File: src/core/crf_map.vh
// Constants shared by the CPU register file and flag logic
`ifndef CRF_MAP_VH
`define CRF_MAP_VH

// ----------------------------------------
// Condition register bit positions
// ----------------------------------------
`define CRF_FLAG_I 7
`define CRF_FLAG_U6 6
`define CRF_FLAG_H 5
`define CRF_FLAG_U4 4
`define CRF_FLAG_N 3
`define CRF_FLAG_Z 2
`define CRF_FLAG_V 1
`define CRF_FLAG_C 0
`define CRF_FLAGS_RESET 8'h80

// ----------------------------------------
// Program counter, vector and stack
// ----------------------------------------
`define CRF_RESET_VECTOR 16'h0000
`define CRF_PC_STEP 16'h0002
`define CRF_SP_STEP 16'h0002
`define CRF_SP_INDEX 3'h7
`define CRF_WORD_MASK 16'hFFFF
`define CRF_BYTE_MASK 16'h00FF

// ----------------------------------------
// Arithmetic and logic operations
// ----------------------------------------
`define CRF_OP_ADD 4'h0
`define CRF_OP_ADDX 4'h1
`define CRF_OP_SUB 4'h2
`define CRF_OP_SUBX 4'h3
`define CRF_OP_CMP 4'h4
`define CRF_OP_NEG 4'h5
`define CRF_OP_SHL 4'h6
`define CRF_OP_SHR 4'h7
`define CRF_OP_ROTL 4'h8
`define CRF_OP_ROTR 4'h9
`define CRF_OP_DAA 4'hA
`define CRF_OP_DAS 4'hB
`define CRF_OP_AND 4'hC
`define CRF_OP_OR 4'hD
`define CRF_OP_XOR 4'hE
`define CRF_OP_MOV 4'hF

// ----------------------------------------
// Bit operations on the carry accumulator
// ----------------------------------------
`define CRF_BIT_LOAD 3'h0
`define CRF_BIT_ILOAD 3'h1
`define CRF_BIT_STORE 3'h2
`define CRF_BIT_ISTORE 3'h3
`define CRF_BIT_AND 3'h4
`define CRF_BIT_OR 3'h5
`define CRF_BIT_XOR 3'h6
`define CRF_BIT_TEST 3'h7

// ----------------------------------------
// Condition register instructions
// ----------------------------------------
`define CRF_FLG_LOAD 2'h0
`define CRF_FLG_AND 2'h1
`define CRF_FLG_OR 2'h2
`define CRF_FLG_XOR 2'h3

`endif

File: src/core/crf_gpr.v
// General register storage: sixteen bytes seen as eight words
`include "crf_map.vh"

module crf_gpr (
	clk,
	ce,
	we,
	wsel,
	wword,
	wdata,
	ra_sel,
	ra_word,
	ra_data,
	rb_sel,
	rb_word,
	rb_data,
	raddr_sel,
	raddr_data,
	sp_data
);
	input wire clk;
	input wire ce;
	input wire we;
	input wire [3:0] wsel;
	input wire wword;
	input wire [15:0] wdata;
	input wire [3:0] ra_sel;
	input wire ra_word;
	output wire [15:0] ra_data;
	input wire [3:0] rb_sel;
	input wire rb_word;
	output wire [15:0] rb_data;
	input wire [2:0] raddr_sel;
	output wire [15:0] raddr_data;
	output wire [15:0] sp_data;

	// Entries 0..7 hold upper bytes, 8..15 the lower bytes of the same words
	reg [7:0] mem [0:15];

	// Bytes are passed in so that a write to the array re-evaluates every read port
	function [15:0] crf_read;
		input word;
		input [7:0] hi;
		input [7:0] lo;
		input [7:0] one;
		begin
			if (word) begin
				crf_read = {hi, lo};
			end else begin
				crf_read = {8'h00, one};
			end
		end
	endfunction

	assign ra_data = crf_read(ra_word, mem[{1'b0, ra_sel[2:0]}], mem[{1'b1, ra_sel[2:0]}],
		mem[ra_sel]);
	assign rb_data = crf_read(rb_word, mem[{1'b0, rb_sel[2:0]}], mem[{1'b1, rb_sel[2:0]}],
		mem[rb_sel]);
	assign raddr_data = crf_read(1'b1, mem[{1'b0, raddr_sel}], mem[{1'b1, raddr_sel}],
		8'h00);
	assign sp_data = crf_read(1'b1, mem[{1'b0, `CRF_SP_INDEX}], mem[{1'b1, `CRF_SP_INDEX}],
		8'h00);

	// No reset: contents stay undefined until software writes them
	always @(posedge clk) begin
		if (ce && we) begin
			if (wword) begin
				mem[{1'b0, wsel[2:0]}] <= wdata[15:8];
				mem[{1'b1, wsel[2:0]}] <= wdata[7:0];
			end else begin
				mem[wsel] <= wdata[7:0];
			end
		end
	end
endmodule

File: src/core/crf_alu.v
// Result and condition flag computation for one operation
`include "crf_map.vh"

module crf_alu (
	op,
	word,
	a,
	b,
	c_in,
	h_in,
	result,
	n_out,
	z_out,
	v_out,
	c_out,
	h_out,
	c_upd,
	h_upd
);
	input wire [3:0] op;
	input wire word;
	input wire [15:0] a;
	input wire [15:0] b;
	input wire c_in;
	input wire h_in;
	output reg [15:0] result;
	output reg n_out;
	output reg z_out;
	output reg v_out;
	output reg c_out;
	output reg h_out;
	output reg c_upd;
	output reg h_upd;

	reg [15:0] msk;
	reg [15:0] x;
	reg [15:0] y;
	reg [16:0] full;
	reg [12:0] part;
	reg [4:0] nib;
	reg [7:0] adj;
	reg ci;
	reg sub;

	function crf_msb;
		input [15:0] val;
		input wd;
		begin
			crf_msb = wd ? val[15] : val[7];
		end
	endfunction

	always @* begin
		msk = word ? `CRF_WORD_MASK : `CRF_BYTE_MASK;
		x = a & msk;
		y = b & msk;
		ci = 1'b0;
		sub = 1'b0;
		full = 17'h00000;
		part = 13'h0000;
		nib = 5'h00;
		adj = 8'h00;
		result = 16'h0000;
		v_out = 1'b0;
		c_out = c_in;
		h_out = h_in;
		c_upd = 1'b0;
		h_upd = 1'b0;
		case (op)
			`CRF_OP_ADD, `CRF_OP_ADDX, `CRF_OP_SUB, `CRF_OP_SUBX, `CRF_OP_CMP, `CRF_OP_NEG: begin
				ci = (op == `CRF_OP_ADDX || op == `CRF_OP_SUBX) ? c_in : 1'b0;
				sub = !(op == `CRF_OP_ADD || op == `CRF_OP_ADDX);
				if (op == `CRF_OP_NEG) begin
					y = x;
					x = 16'h0000;
				end
				if (sub) begin
					full = {1'b0, x} - {1'b0, y} - {16'h0000, ci};
					part = {1'b0, x[11:0]} - {1'b0, y[11:0]} - {12'h000, ci};
					nib = {1'b0, x[3:0]} - {1'b0, y[3:0]} - {4'h0, ci};
				end else begin
					full = {1'b0, x} + {1'b0, y} + {16'h0000, ci};
					part = {1'b0, x[11:0]} + {1'b0, y[11:0]} + {12'h000, ci};
					nib = {1'b0, x[3:0]} + {1'b0, y[3:0]} + {4'h0, ci};
				end
				result = full[15:0] & msk;
				h_out = word ? part[12] : nib[4];
				h_upd = 1'b1;
				c_out = word ? full[16] : full[8];
				c_upd = 1'b1;
				if (sub) begin
					v_out = (crf_msb(x, word) != crf_msb(y, word)) &&
						(crf_msb(result, word) != crf_msb(x, word));
				end else begin
					v_out = (crf_msb(x, word) == crf_msb(y, word)) &&
						(crf_msb(result, word) != crf_msb(x, word));
				end
			end
			`CRF_OP_SHL: begin
				result = (x << 1) & msk;
				c_out = crf_msb(x, word);
				c_upd = 1'b1;
			end
			`CRF_OP_SHR: begin
				result = x >> 1;
				c_out = x[0];
				c_upd = 1'b1;
			end
			`CRF_OP_ROTL: begin
				result = ((x << 1) | {15'h0000, crf_msb(x, word)}) & msk;
				c_out = crf_msb(x, word);
				c_upd = 1'b1;
			end
			`CRF_OP_ROTR: begin
				result = (x >> 1) | (word ? {x[0], 15'h0000} : {8'h00, x[0], 7'h00});
				c_out = x[0];
				c_upd = 1'b1;
			end
			`CRF_OP_DAA: begin
				adj[3:0] = (h_in || x[3:0] > 4'h9) ? 4'h6 : 4'h0;
				adj[7:4] = (c_in || x[7:0] > 8'h99) ? 4'h6 : 4'h0;
				result = {8'h00, x[7:0] + adj};
				c_out = c_in || (x[7:0] > 8'h99);
				c_upd = 1'b1;
			end
			`CRF_OP_DAS: begin
				adj[3:0] = h_in ? 4'h6 : 4'h0;
				adj[7:4] = c_in ? 4'h6 : 4'h0;
				result = {8'h00, x[7:0] - adj};
			end
			`CRF_OP_AND: result = x & y;
			`CRF_OP_OR: result = x | y;
			`CRF_OP_XOR: result = x ^ y;
			default: result = y;
		endcase
		n_out = crf_msb(result, word);
		z_out = (result == 16'h0000);
	end
endmodule

File: src/core/crf_core.v
// CPU general registers, program counter and condition register
`include "crf_map.vh"

// Function
// - Sixteen byte registers pair into eight word registers on shared storage.
// - Data operands read or write a full word, upper byte or lower byte.
// - Address operands are always read as full word registers.
// - Register seven serves as stack pointer for exceptions and calls.
// - Word program counter; fetch by word, lowest bit forced to zero.
// - Condition bit 7 set masks interrupts; software reads and writes it.
// - Every exception start sets the interrupt mask bit.
// - Condition bits 6 and 4 are plain user storage.
// - Byte arithmetic sets half-carry from carry or borrow at bit 3.
// - Word add, subtract, compare set half-carry from bit 11.
// - Negative flag takes the result sign bit.
// - Zero flag set for zero result, cleared otherwise.
// - Overflow flag set on arithmetic overflow, cleared otherwise.
// - Carry flag: add carry, subtract borrow, shifted-out bit.
// - Bit operations use the carry flag as single-bit accumulator.
// - Branch conditions come from negative, zero, overflow and carry flags.
// - Software loads, stores, ANDs, ORs and XORs the whole condition register.
// - Reset loads program counter from vector at 0000 and sets mask.
// - Reset clears other condition bits; general registers stay uninitialised.
// - Single bits are numbered zero to seven within a byte operand.
// - Decimal adjust treats a byte as two BCD digits using half-carry.
module crf_core (
	clk,
	resetn,
	ce,
	opa_sel,
	opa_word,
	opa_data,
	opb_sel,
	opb_word,
	opb_data,
	addr_sel,
	addr_data,
	wr_en,
	wr_sel,
	wr_word,
	wr_data,
	alu_go,
	alu_op,
	alu_word,
	alu_a,
	alu_b,
	alu_wb,
	alu_dst,
	alu_result,
	alu_done,
	bit_go,
	bit_op,
	bit_num,
	bit_byte,
	bit_result,
	bit_done,
	flg_go,
	flg_op,
	flg_imm,
	condition_flags,
	irq_masked,
	br_cond,
	br_taken,
	pc_step,
	pc_load,
	pc_target,
	program_counter,
	fetch_addr,
	vec_req,
	vec_addr,
	vec_valid,
	vec_data,
	cpu_ready,
	sp_push,
	sp_pop,
	stack_pointer,
	exc_start
);
	input wire clk;
	input wire resetn;
	input wire ce;
	input wire [3:0] opa_sel;
	input wire opa_word;
	output reg [15:0] opa_data;
	input wire [3:0] opb_sel;
	input wire opb_word;
	output reg [15:0] opb_data;
	input wire [2:0] addr_sel;
	output reg [15:0] addr_data;
	input wire wr_en;
	input wire [3:0] wr_sel;
	input wire wr_word;
	input wire [15:0] wr_data;
	input wire alu_go;
	input wire [3:0] alu_op;
	input wire alu_word;
	input wire [15:0] alu_a;
	input wire [15:0] alu_b;
	input wire alu_wb;
	input wire [3:0] alu_dst;
	output reg [15:0] alu_result;
	output reg alu_done;
	input wire bit_go;
	input wire [2:0] bit_op;
	input wire [2:0] bit_num;
	input wire [7:0] bit_byte;
	output reg [7:0] bit_result;
	output reg bit_done;
	input wire flg_go;
	input wire [1:0] flg_op;
	input wire [7:0] flg_imm;
	output wire [7:0] condition_flags;
	output wire irq_masked;
	input wire [3:0] br_cond;
	output wire br_taken;
	input wire pc_step;
	input wire pc_load;
	input wire [15:0] pc_target;
	output wire [15:0] program_counter;
	output wire [15:0] fetch_addr;
	output wire vec_req;
	output wire [15:0] vec_addr;
	input wire vec_valid;
	input wire [15:0] vec_data;
	output wire cpu_ready;
	input wire sp_push;
	input wire sp_pop;
	output wire [15:0] stack_pointer;
	input wire exc_start;

	// ----------------------------------------
	// States and storage
	// ----------------------------------------
	localparam ST_VECTOR = 1'b0;
	localparam ST_RUN = 1'b1;

	reg state_reg;
	reg state_next;
	reg [15:0] pc_reg;
	reg [15:0] pc_next;
	reg [7:0] flags_reg;
	reg [7:0] flags_next;
	reg gpr_we;
	reg [3:0] gpr_wsel;
	reg gpr_wword;
	reg [15:0] gpr_wdata;
	reg bit_val;
	reg bit_acc;
	reg [7:0] bit_byte_next;

	wire [15:0] gpr_a;
	wire [15:0] gpr_b;
	wire [15:0] gpr_addr;
	wire [15:0] sp_data;
	wire [15:0] alu_res;
	wire alu_n;
	wire alu_z;
	wire alu_v;
	wire alu_c;
	wire alu_h;
	wire alu_c_upd;
	wire alu_h_upd;
	wire running;

	assign running = (state_reg == ST_RUN);

	// ----------------------------------------
	// Helper functions
	// ----------------------------------------
	function crf_cond;
		input [3:0] cond;
		input [7:0] f;
		reg n;
		reg z;
		reg v;
		reg c;
		begin
			n = f[`CRF_FLAG_N];
			z = f[`CRF_FLAG_Z];
			v = f[`CRF_FLAG_V];
			c = f[`CRF_FLAG_C];
			case (cond)
				4'h0: crf_cond = 1'b1;
				4'h1: crf_cond = 1'b0;
				4'h2: crf_cond = !(c || z);
				4'h3: crf_cond = c || z;
				4'h4: crf_cond = !c;
				4'h5: crf_cond = c;
				4'h6: crf_cond = !z;
				4'h7: crf_cond = z;
				4'h8: crf_cond = !v;
				4'h9: crf_cond = v;
				4'hA: crf_cond = !n;
				4'hB: crf_cond = n;
				4'hC: crf_cond = !(n ^ v);
				4'hD: crf_cond = n ^ v;
				4'hE: crf_cond = !(z || (n ^ v));
				default: crf_cond = z || (n ^ v);
			endcase
		end
	endfunction

	function [15:0] crf_even;
		input [15:0] addr;
		begin
			crf_even = {addr[15:1], 1'b0};
		end
	endfunction

	// ----------------------------------------
	// Submodules
	// ----------------------------------------
	crf_gpr u_gpr (
		.clk(clk),
		.ce(ce),
		.we(gpr_we),
		.wsel(gpr_wsel),
		.wword(gpr_wword),
		.wdata(gpr_wdata),
		.ra_sel(opa_sel),
		.ra_word(opa_word),
		.ra_data(gpr_a),
		.rb_sel(opb_sel),
		.rb_word(opb_word),
		.rb_data(gpr_b),
		.raddr_sel(addr_sel),
		.raddr_data(gpr_addr),
		.sp_data(sp_data)
	);

	crf_alu u_alu (
		.op(alu_op),
		.word(alu_word),
		.a(alu_a),
		.b(alu_b),
		.c_in(flags_reg[`CRF_FLAG_C]),
		.h_in(flags_reg[`CRF_FLAG_H]),
		.result(alu_res),
		.n_out(alu_n),
		.z_out(alu_z),
		.v_out(alu_v),
		.c_out(alu_c),
		.h_out(alu_h),
		.c_upd(alu_c_upd),
		.h_upd(alu_h_upd)
	);

	// ----------------------------------------
	// Register write arbitration
	// ----------------------------------------
	// Stack adjust wins over write-back, which wins over a plain write
	always @* begin
		gpr_we = 1'b0;
		gpr_wsel = wr_sel;
		gpr_wword = wr_word;
		gpr_wdata = wr_data;
		if (running && sp_push) begin
			gpr_we = 1'b1;
			gpr_wsel = {1'b0, `CRF_SP_INDEX};
			gpr_wword = 1'b1;
			gpr_wdata = sp_data - `CRF_SP_STEP;
		end else if (running && sp_pop) begin
			gpr_we = 1'b1;
			gpr_wsel = {1'b0, `CRF_SP_INDEX};
			gpr_wword = 1'b1;
			gpr_wdata = sp_data + `CRF_SP_STEP;
		end else if (alu_go && alu_wb && alu_op != `CRF_OP_CMP) begin
			gpr_we = 1'b1;
			gpr_wsel = alu_dst;
			gpr_wword = alu_word;
			gpr_wdata = alu_res;
		end else if (wr_en) begin
			gpr_we = 1'b1;
		end
	end

	// ----------------------------------------
	// Bit accumulator
	// ----------------------------------------
	always @* begin
		bit_val = bit_byte[bit_num];
		bit_acc = flags_reg[`CRF_FLAG_C];
		bit_byte_next = bit_byte;
		case (bit_op)
			`CRF_BIT_LOAD: bit_acc = bit_val;
			`CRF_BIT_ILOAD: bit_acc = !bit_val;
			`CRF_BIT_STORE: bit_byte_next[bit_num] = flags_reg[`CRF_FLAG_C];
			`CRF_BIT_ISTORE: bit_byte_next[bit_num] = !flags_reg[`CRF_FLAG_C];
			`CRF_BIT_AND: bit_acc = bit_acc & bit_val;
			`CRF_BIT_OR: bit_acc = bit_acc | bit_val;
			`CRF_BIT_XOR: bit_acc = bit_acc ^ bit_val;
			default: bit_acc = flags_reg[`CRF_FLAG_C];
		endcase
	end

	// ----------------------------------------
	// Condition register next value
	// ----------------------------------------
	always @* begin
		flags_next = flags_reg;
		if (flg_go) begin
			case (flg_op)
				`CRF_FLG_LOAD: flags_next = flg_imm;
				`CRF_FLG_AND: flags_next = flags_reg & flg_imm;
				`CRF_FLG_OR: flags_next = flags_reg | flg_imm;
				default: flags_next = flags_reg ^ flg_imm;
			endcase
		end else if (alu_go) begin
			flags_next[`CRF_FLAG_N] = alu_n;
			flags_next[`CRF_FLAG_Z] = alu_z;
			flags_next[`CRF_FLAG_V] = alu_v;
			if (alu_c_upd) begin
				flags_next[`CRF_FLAG_C] = alu_c;
			end
			if (alu_h_upd) begin
				flags_next[`CRF_FLAG_H] = alu_h;
			end
		end else if (bit_go) begin
			if (bit_op == `CRF_BIT_TEST) begin
				flags_next[`CRF_FLAG_Z] = !bit_val;
			end else begin
				flags_next[`CRF_FLAG_C] = bit_acc;
			end
		end
		if (exc_start) begin
			flags_next[`CRF_FLAG_I] = 1'b1;
		end
	end

	// ----------------------------------------
	// Program counter and reset sequence
	// ----------------------------------------
	always @* begin
		state_next = state_reg;
		pc_next = pc_reg;
		case (state_reg)
			ST_VECTOR: begin
				if (vec_valid) begin
					pc_next = crf_even(vec_data);
					state_next = ST_RUN;
				end
			end
			default: begin
				if (pc_load) begin
					pc_next = crf_even(pc_target);
				end else if (pc_step) begin
					pc_next = pc_reg + `CRF_PC_STEP;
				end
			end
		endcase
	end

	// ----------------------------------------
	// Clocked state
	// ----------------------------------------
	// Only the mask bit has a documented reset value; the rest reset to zero
	always @(posedge clk) begin
		if (!resetn) begin
			state_reg <= ST_VECTOR;
			pc_reg <= `CRF_RESET_VECTOR;
			flags_reg <= `CRF_FLAGS_RESET;
			opa_data <= 16'h0000;
			opb_data <= 16'h0000;
			addr_data <= 16'h0000;
			alu_result <= 16'h0000;
			alu_done <= 1'b0;
			bit_result <= 8'h00;
			bit_done <= 1'b0;
		end else if (ce) begin
			state_reg <= state_next;
			pc_reg <= pc_next;
			flags_reg <= flags_next;
			opa_data <= gpr_a;
			opb_data <= gpr_b;
			addr_data <= gpr_addr;
			alu_done <= alu_go;
			bit_done <= bit_go;
			if (alu_go) begin
				alu_result <= alu_res;
			end
			if (bit_go) begin
				bit_result <= bit_byte_next;
			end
		end
	end

	// ----------------------------------------
	// Outputs
	// ----------------------------------------
	assign condition_flags = flags_reg;
	assign irq_masked = flags_reg[`CRF_FLAG_I];
	assign br_taken = crf_cond(br_cond, flags_reg);
	assign program_counter = pc_reg;
	assign fetch_addr = crf_even(pc_reg);
	assign vec_req = !running;
	assign vec_addr = `CRF_RESET_VECTOR;
	assign cpu_ready = running;
	assign stack_pointer = sp_data;
endmodule

File: config.mk
export PLATFORM = sky130hd
export DESIGN_NAME = crf_core
export DESIGN_NICKNAME = d
export VERILOG_FILES = /design/src/core/crf_gpr.v /design/src/core/crf_alu.v /design/src/core/crf_core.v
export VERILOG_INCLUDE_DIRS = /design/src /design/src/core
export SDC_FILE = /design/constraint.sdc
export NUM_CORES = 1
export LEC_CHECK = 0
export BUFFER_PORTS_ARGS = -buffer_cell sky130_fd_sc_hd__clkbuf_2
export CAP_MARGIN = 15
export CORE_UTILIZATION = 35
export DETAILED_ROUTE_END_ITERATION = 6
export SYNTH_ARGS = -nofsm -noshare
export SYNTH_HDL_FRONTEND = slang
export SYNTH_HIERARCHICAL = 1
export SYNTH_SLANG_ARGS = --single-unit
export TNS_END_PERCENT = 5
File: constraint.sdc
create_clock -name clk -period 6.9 [get_ports clk]
set_input_delay 0.69 -clock clk [delete_from_list [all_inputs] [get_ports clk]]
set_output_delay 0.69 -clock clk [all_outputs]
set_load 0.01 [all_outputs]
==> results_dict.tcl <==
set metrics [dict create \
    clockBufferDepth 3 \
    peakVddDrop_uv 130.5 \
    crit_path_end_kind "flip-flop" \
    relSlewSlack_pct 18.52 \
    dieArea_um2 56140 \
    crit_type "input port to flip-flop" \
    dp.cells 2818 \
    critPathRequiredTime_ns 7.29 \
    root_buffer "clkbuf_16" \
    hold_buffers 0 \
    run_status "finished clean" \
    io_pins 299 \
    tritoncts "done" \
    die_w_um 236.9 \
    final.min_clock_period_ns 5.742 \
    cp.arrival_ns 6.13 \
    grt_first_pass_wirelength_um 95620 \
    routedWlPerCell_um 22.20 \
    drive_gt1_share_pct 25.67 \
    setup_violations 0 \
    worst_slew_pin_slew_ns 1.222 \
    antenna_found_initial 5 \
    synth_cells 1962 \
    hold_path_class "input port to flip-flop" \
    path_cells "clkbuf_2, nand4bb_2, o21ai_0, ha_1, inv_1, ha_1, and3_1, a221o_1, a31o_1, o21ai_2, a21oi_1, xor2_1, a21o_1, a211oi_1, a21oi_1, nand2_1, and3_1, a2111oi_0, mux2_2, mux2_2" \
    yosys_warnings 6 \
    fin_ws_ns 1.158 \
    synth_cell_types 96 \
    post-cts-setup-buffer-count 0 \
    fin_nets 2406 \
    rsz0062_at_grt "no" \
    drtIter0Drc 1466 \
    gp_congestion 0.9035 \
    ys.flop_type "edfxtp_1" \
    fmax_mhz 174.2 \
    avgSynthCellArea_um2 9.847 \
    layout_commonest_cell "clkbuf_2" \
    drt_wl_total_um 63570 \
    final_cell_mix "clkbuf_2 (277), nand2_1 (199), inv_1 (128), edfxtp_1 (128), mux2_2 (106)" \
    grt_pass1_vias 15657 \
    core_um2 54130 \
    drt_first_pass_iters 5 \
    max-cap-violations 0 \
    fp.dieH_um 236.9 \
    pre_cts_slack_ns 0.7848 \
    ff2ff_path_depth 20 \
    clock-sinks 226 \
    syn_to_final_growth_pct 12.16 \
    final.setup.tns_ns 0 \
    worstSkewPairLatency_ns 0.56 \
    cts_buffers 24 \
    slowest_delay_ns 0.59 \
    htreeDepth 1 \
    finalHoldViolCount 0 \
    clock_skew_ns 0.03467 \
    synth_seq_area_share_pct 30.05 \
    start_util_pct 35.69 \
    via_per_inst 5.769 \
    leakage_uw 0.008992 \
    fp-row-count 85 \
    cellPowerDensity_nw_per_um2 191.8 \
    whs_path_depth 3 \
    via_count 16523 \
    min_period_over_period_pct 83.21 \
    cts_resized 0 \
    ant_nets 0 \
    portBuffers 278 \
    cp_slowest_cell "nand4bb_2" \
    grt-ovfl-total 0 \
    clkTransAtPathRegs_ns 0.06 \
    grt_max_degree 102 \
    startpoint_type "input port" \
    synth_edf_count 128 \
    async_reset_ff_share_pct 0 \
    syn_area_um2 19320 \
    drc_errors 0 \
    cp_max_fo 16 \
    maxSlewViolCount 0 \
    fin_cells 2864 \
    ys_ff_latch 226 \
    grt_util_all_layers_pct 21.96 \
    place_hpwl_um 47420 \
]
registers in the layout, indices dropped and copies added (netlist names):
register,cells
condition_flags,8
opa_data,16
addr_data,16
bit_done,1
cpu_ready,1
u_gpr/mem,128
bit_result,8
opb_data,16
alu_result,16
program_counter,15
alu_done,1
critical path: cells and delay by family:
family	cells	cell delay, ns
compound gates	9	2.54
simple gates	4	1.04
mux	2	0.70
fa+ha+maj	2	0.65
xor+xnor	1	0.27
buf+inv	2	0.21
path summary, 6_finish.rpt:
path / startpoint / end / slack [ns]
worst min-delay path: exc_start / condition_flags[7]$_SDFFE_PN1P_ / 0.41
worst max-delay path: alu_op[1] / u_gpr/mem[15][7]$_DFFE_PP_ / 1.16
worst min register to register: alu_result[4]$_SDFFE_PN0P_ / alu_result[4]$_SDFFE_PN0P_ / 0.47
worst max register to register: condition_flags[0]$_SDFFE_PN0P_ / u_gpr/mem[15][7]$_DFFE_PP_ / 1.78
metrics by stage:
step,instance area [um2],utilization (%),total power [uW],hold slack (ns)
global placement,20810,38.44,2754,0.4611
floorplan,19380,-,2417,0.4876
detailed placement,20810,38.44,2774,0.4637
finish,21670,40.03,4155,0.4090
global route,21670,40.03,4336,0.4192
CTS,21660,40.02,4170,0.3810
area by class of cell:
type	instances	area [um2]
Antenna cell	2	5.005
Clock buffer	34	742.0
Clock inverter	10	111.4
Fill cell	5375	32460
Inverter	128	480.5
Multi-Input combinational cell	1472	12120
Sequential cell	226	5806
Tap cell	696	870.8
Timing Repair Buffer	296	1529
routing by layer:
| metal | global-route usage (%) | up-vias | wire, um |
|---|---|---|---|
| met3 | 3.019 | 97 | 4748 |
| met4 | 7.123 | 6 | 1569 |
| li1 | - | 7617 | - |
| met5 | 0 | - | 35 |
| met2 | 36.43 | 698 | 30130 |
| met1 | 29.42 | 8105 | 27090 |
cells in the mapped netlist (30+ instances only):
library cell	number	share of area, %
ha_1	105	6.8
mux4_2	75	8.7
nor2_1	104	2.0
dfxtp_1	98	10
nor2b_1	66	2.1
inv_1	126	2.4
buf_4	39	1.5
o21ai_0	79	2.0
nand2_1	199	3.9
mux2i_1	84	4.4
nor3_1	34	0.88
o22ai_1	30	0.97
a21oi_1	89	2.3
edfxtp_1	128	20
xnor2_1	31	1.4
nand3_1	32	0.83
mux2_2	106	6.2
clkbuf_1	52	1.0
and2_1	30	0.97
logic make-up (layout without fill, tap and decap cells):
logic type / after synthesis / in the layout / share of synthesized area, %
xor gates and xnor gates: 47 / 47 / 2.131
adders and majority gates: 109 / 109 / 7.215
DFF: 226 / 226 / 30.05
buffers and inverters: 281 / 468 / 7.551
other: 1 / 20 / 0.01941
muxes: 297 / 297 / 23.45
AOI/OAI and AO/OA: 411 / 411 / 14.23
and+or+nand+nor: 590 / 590 / 15.36
where the power goes:
group	total [uW]	switching (uW)	internal [uW]
combinational	1210	711	495
sequential	1560	54.9	1510
clock	1390	559	827
total	4160	1320	2830
(Power assumes the default switching activity.)
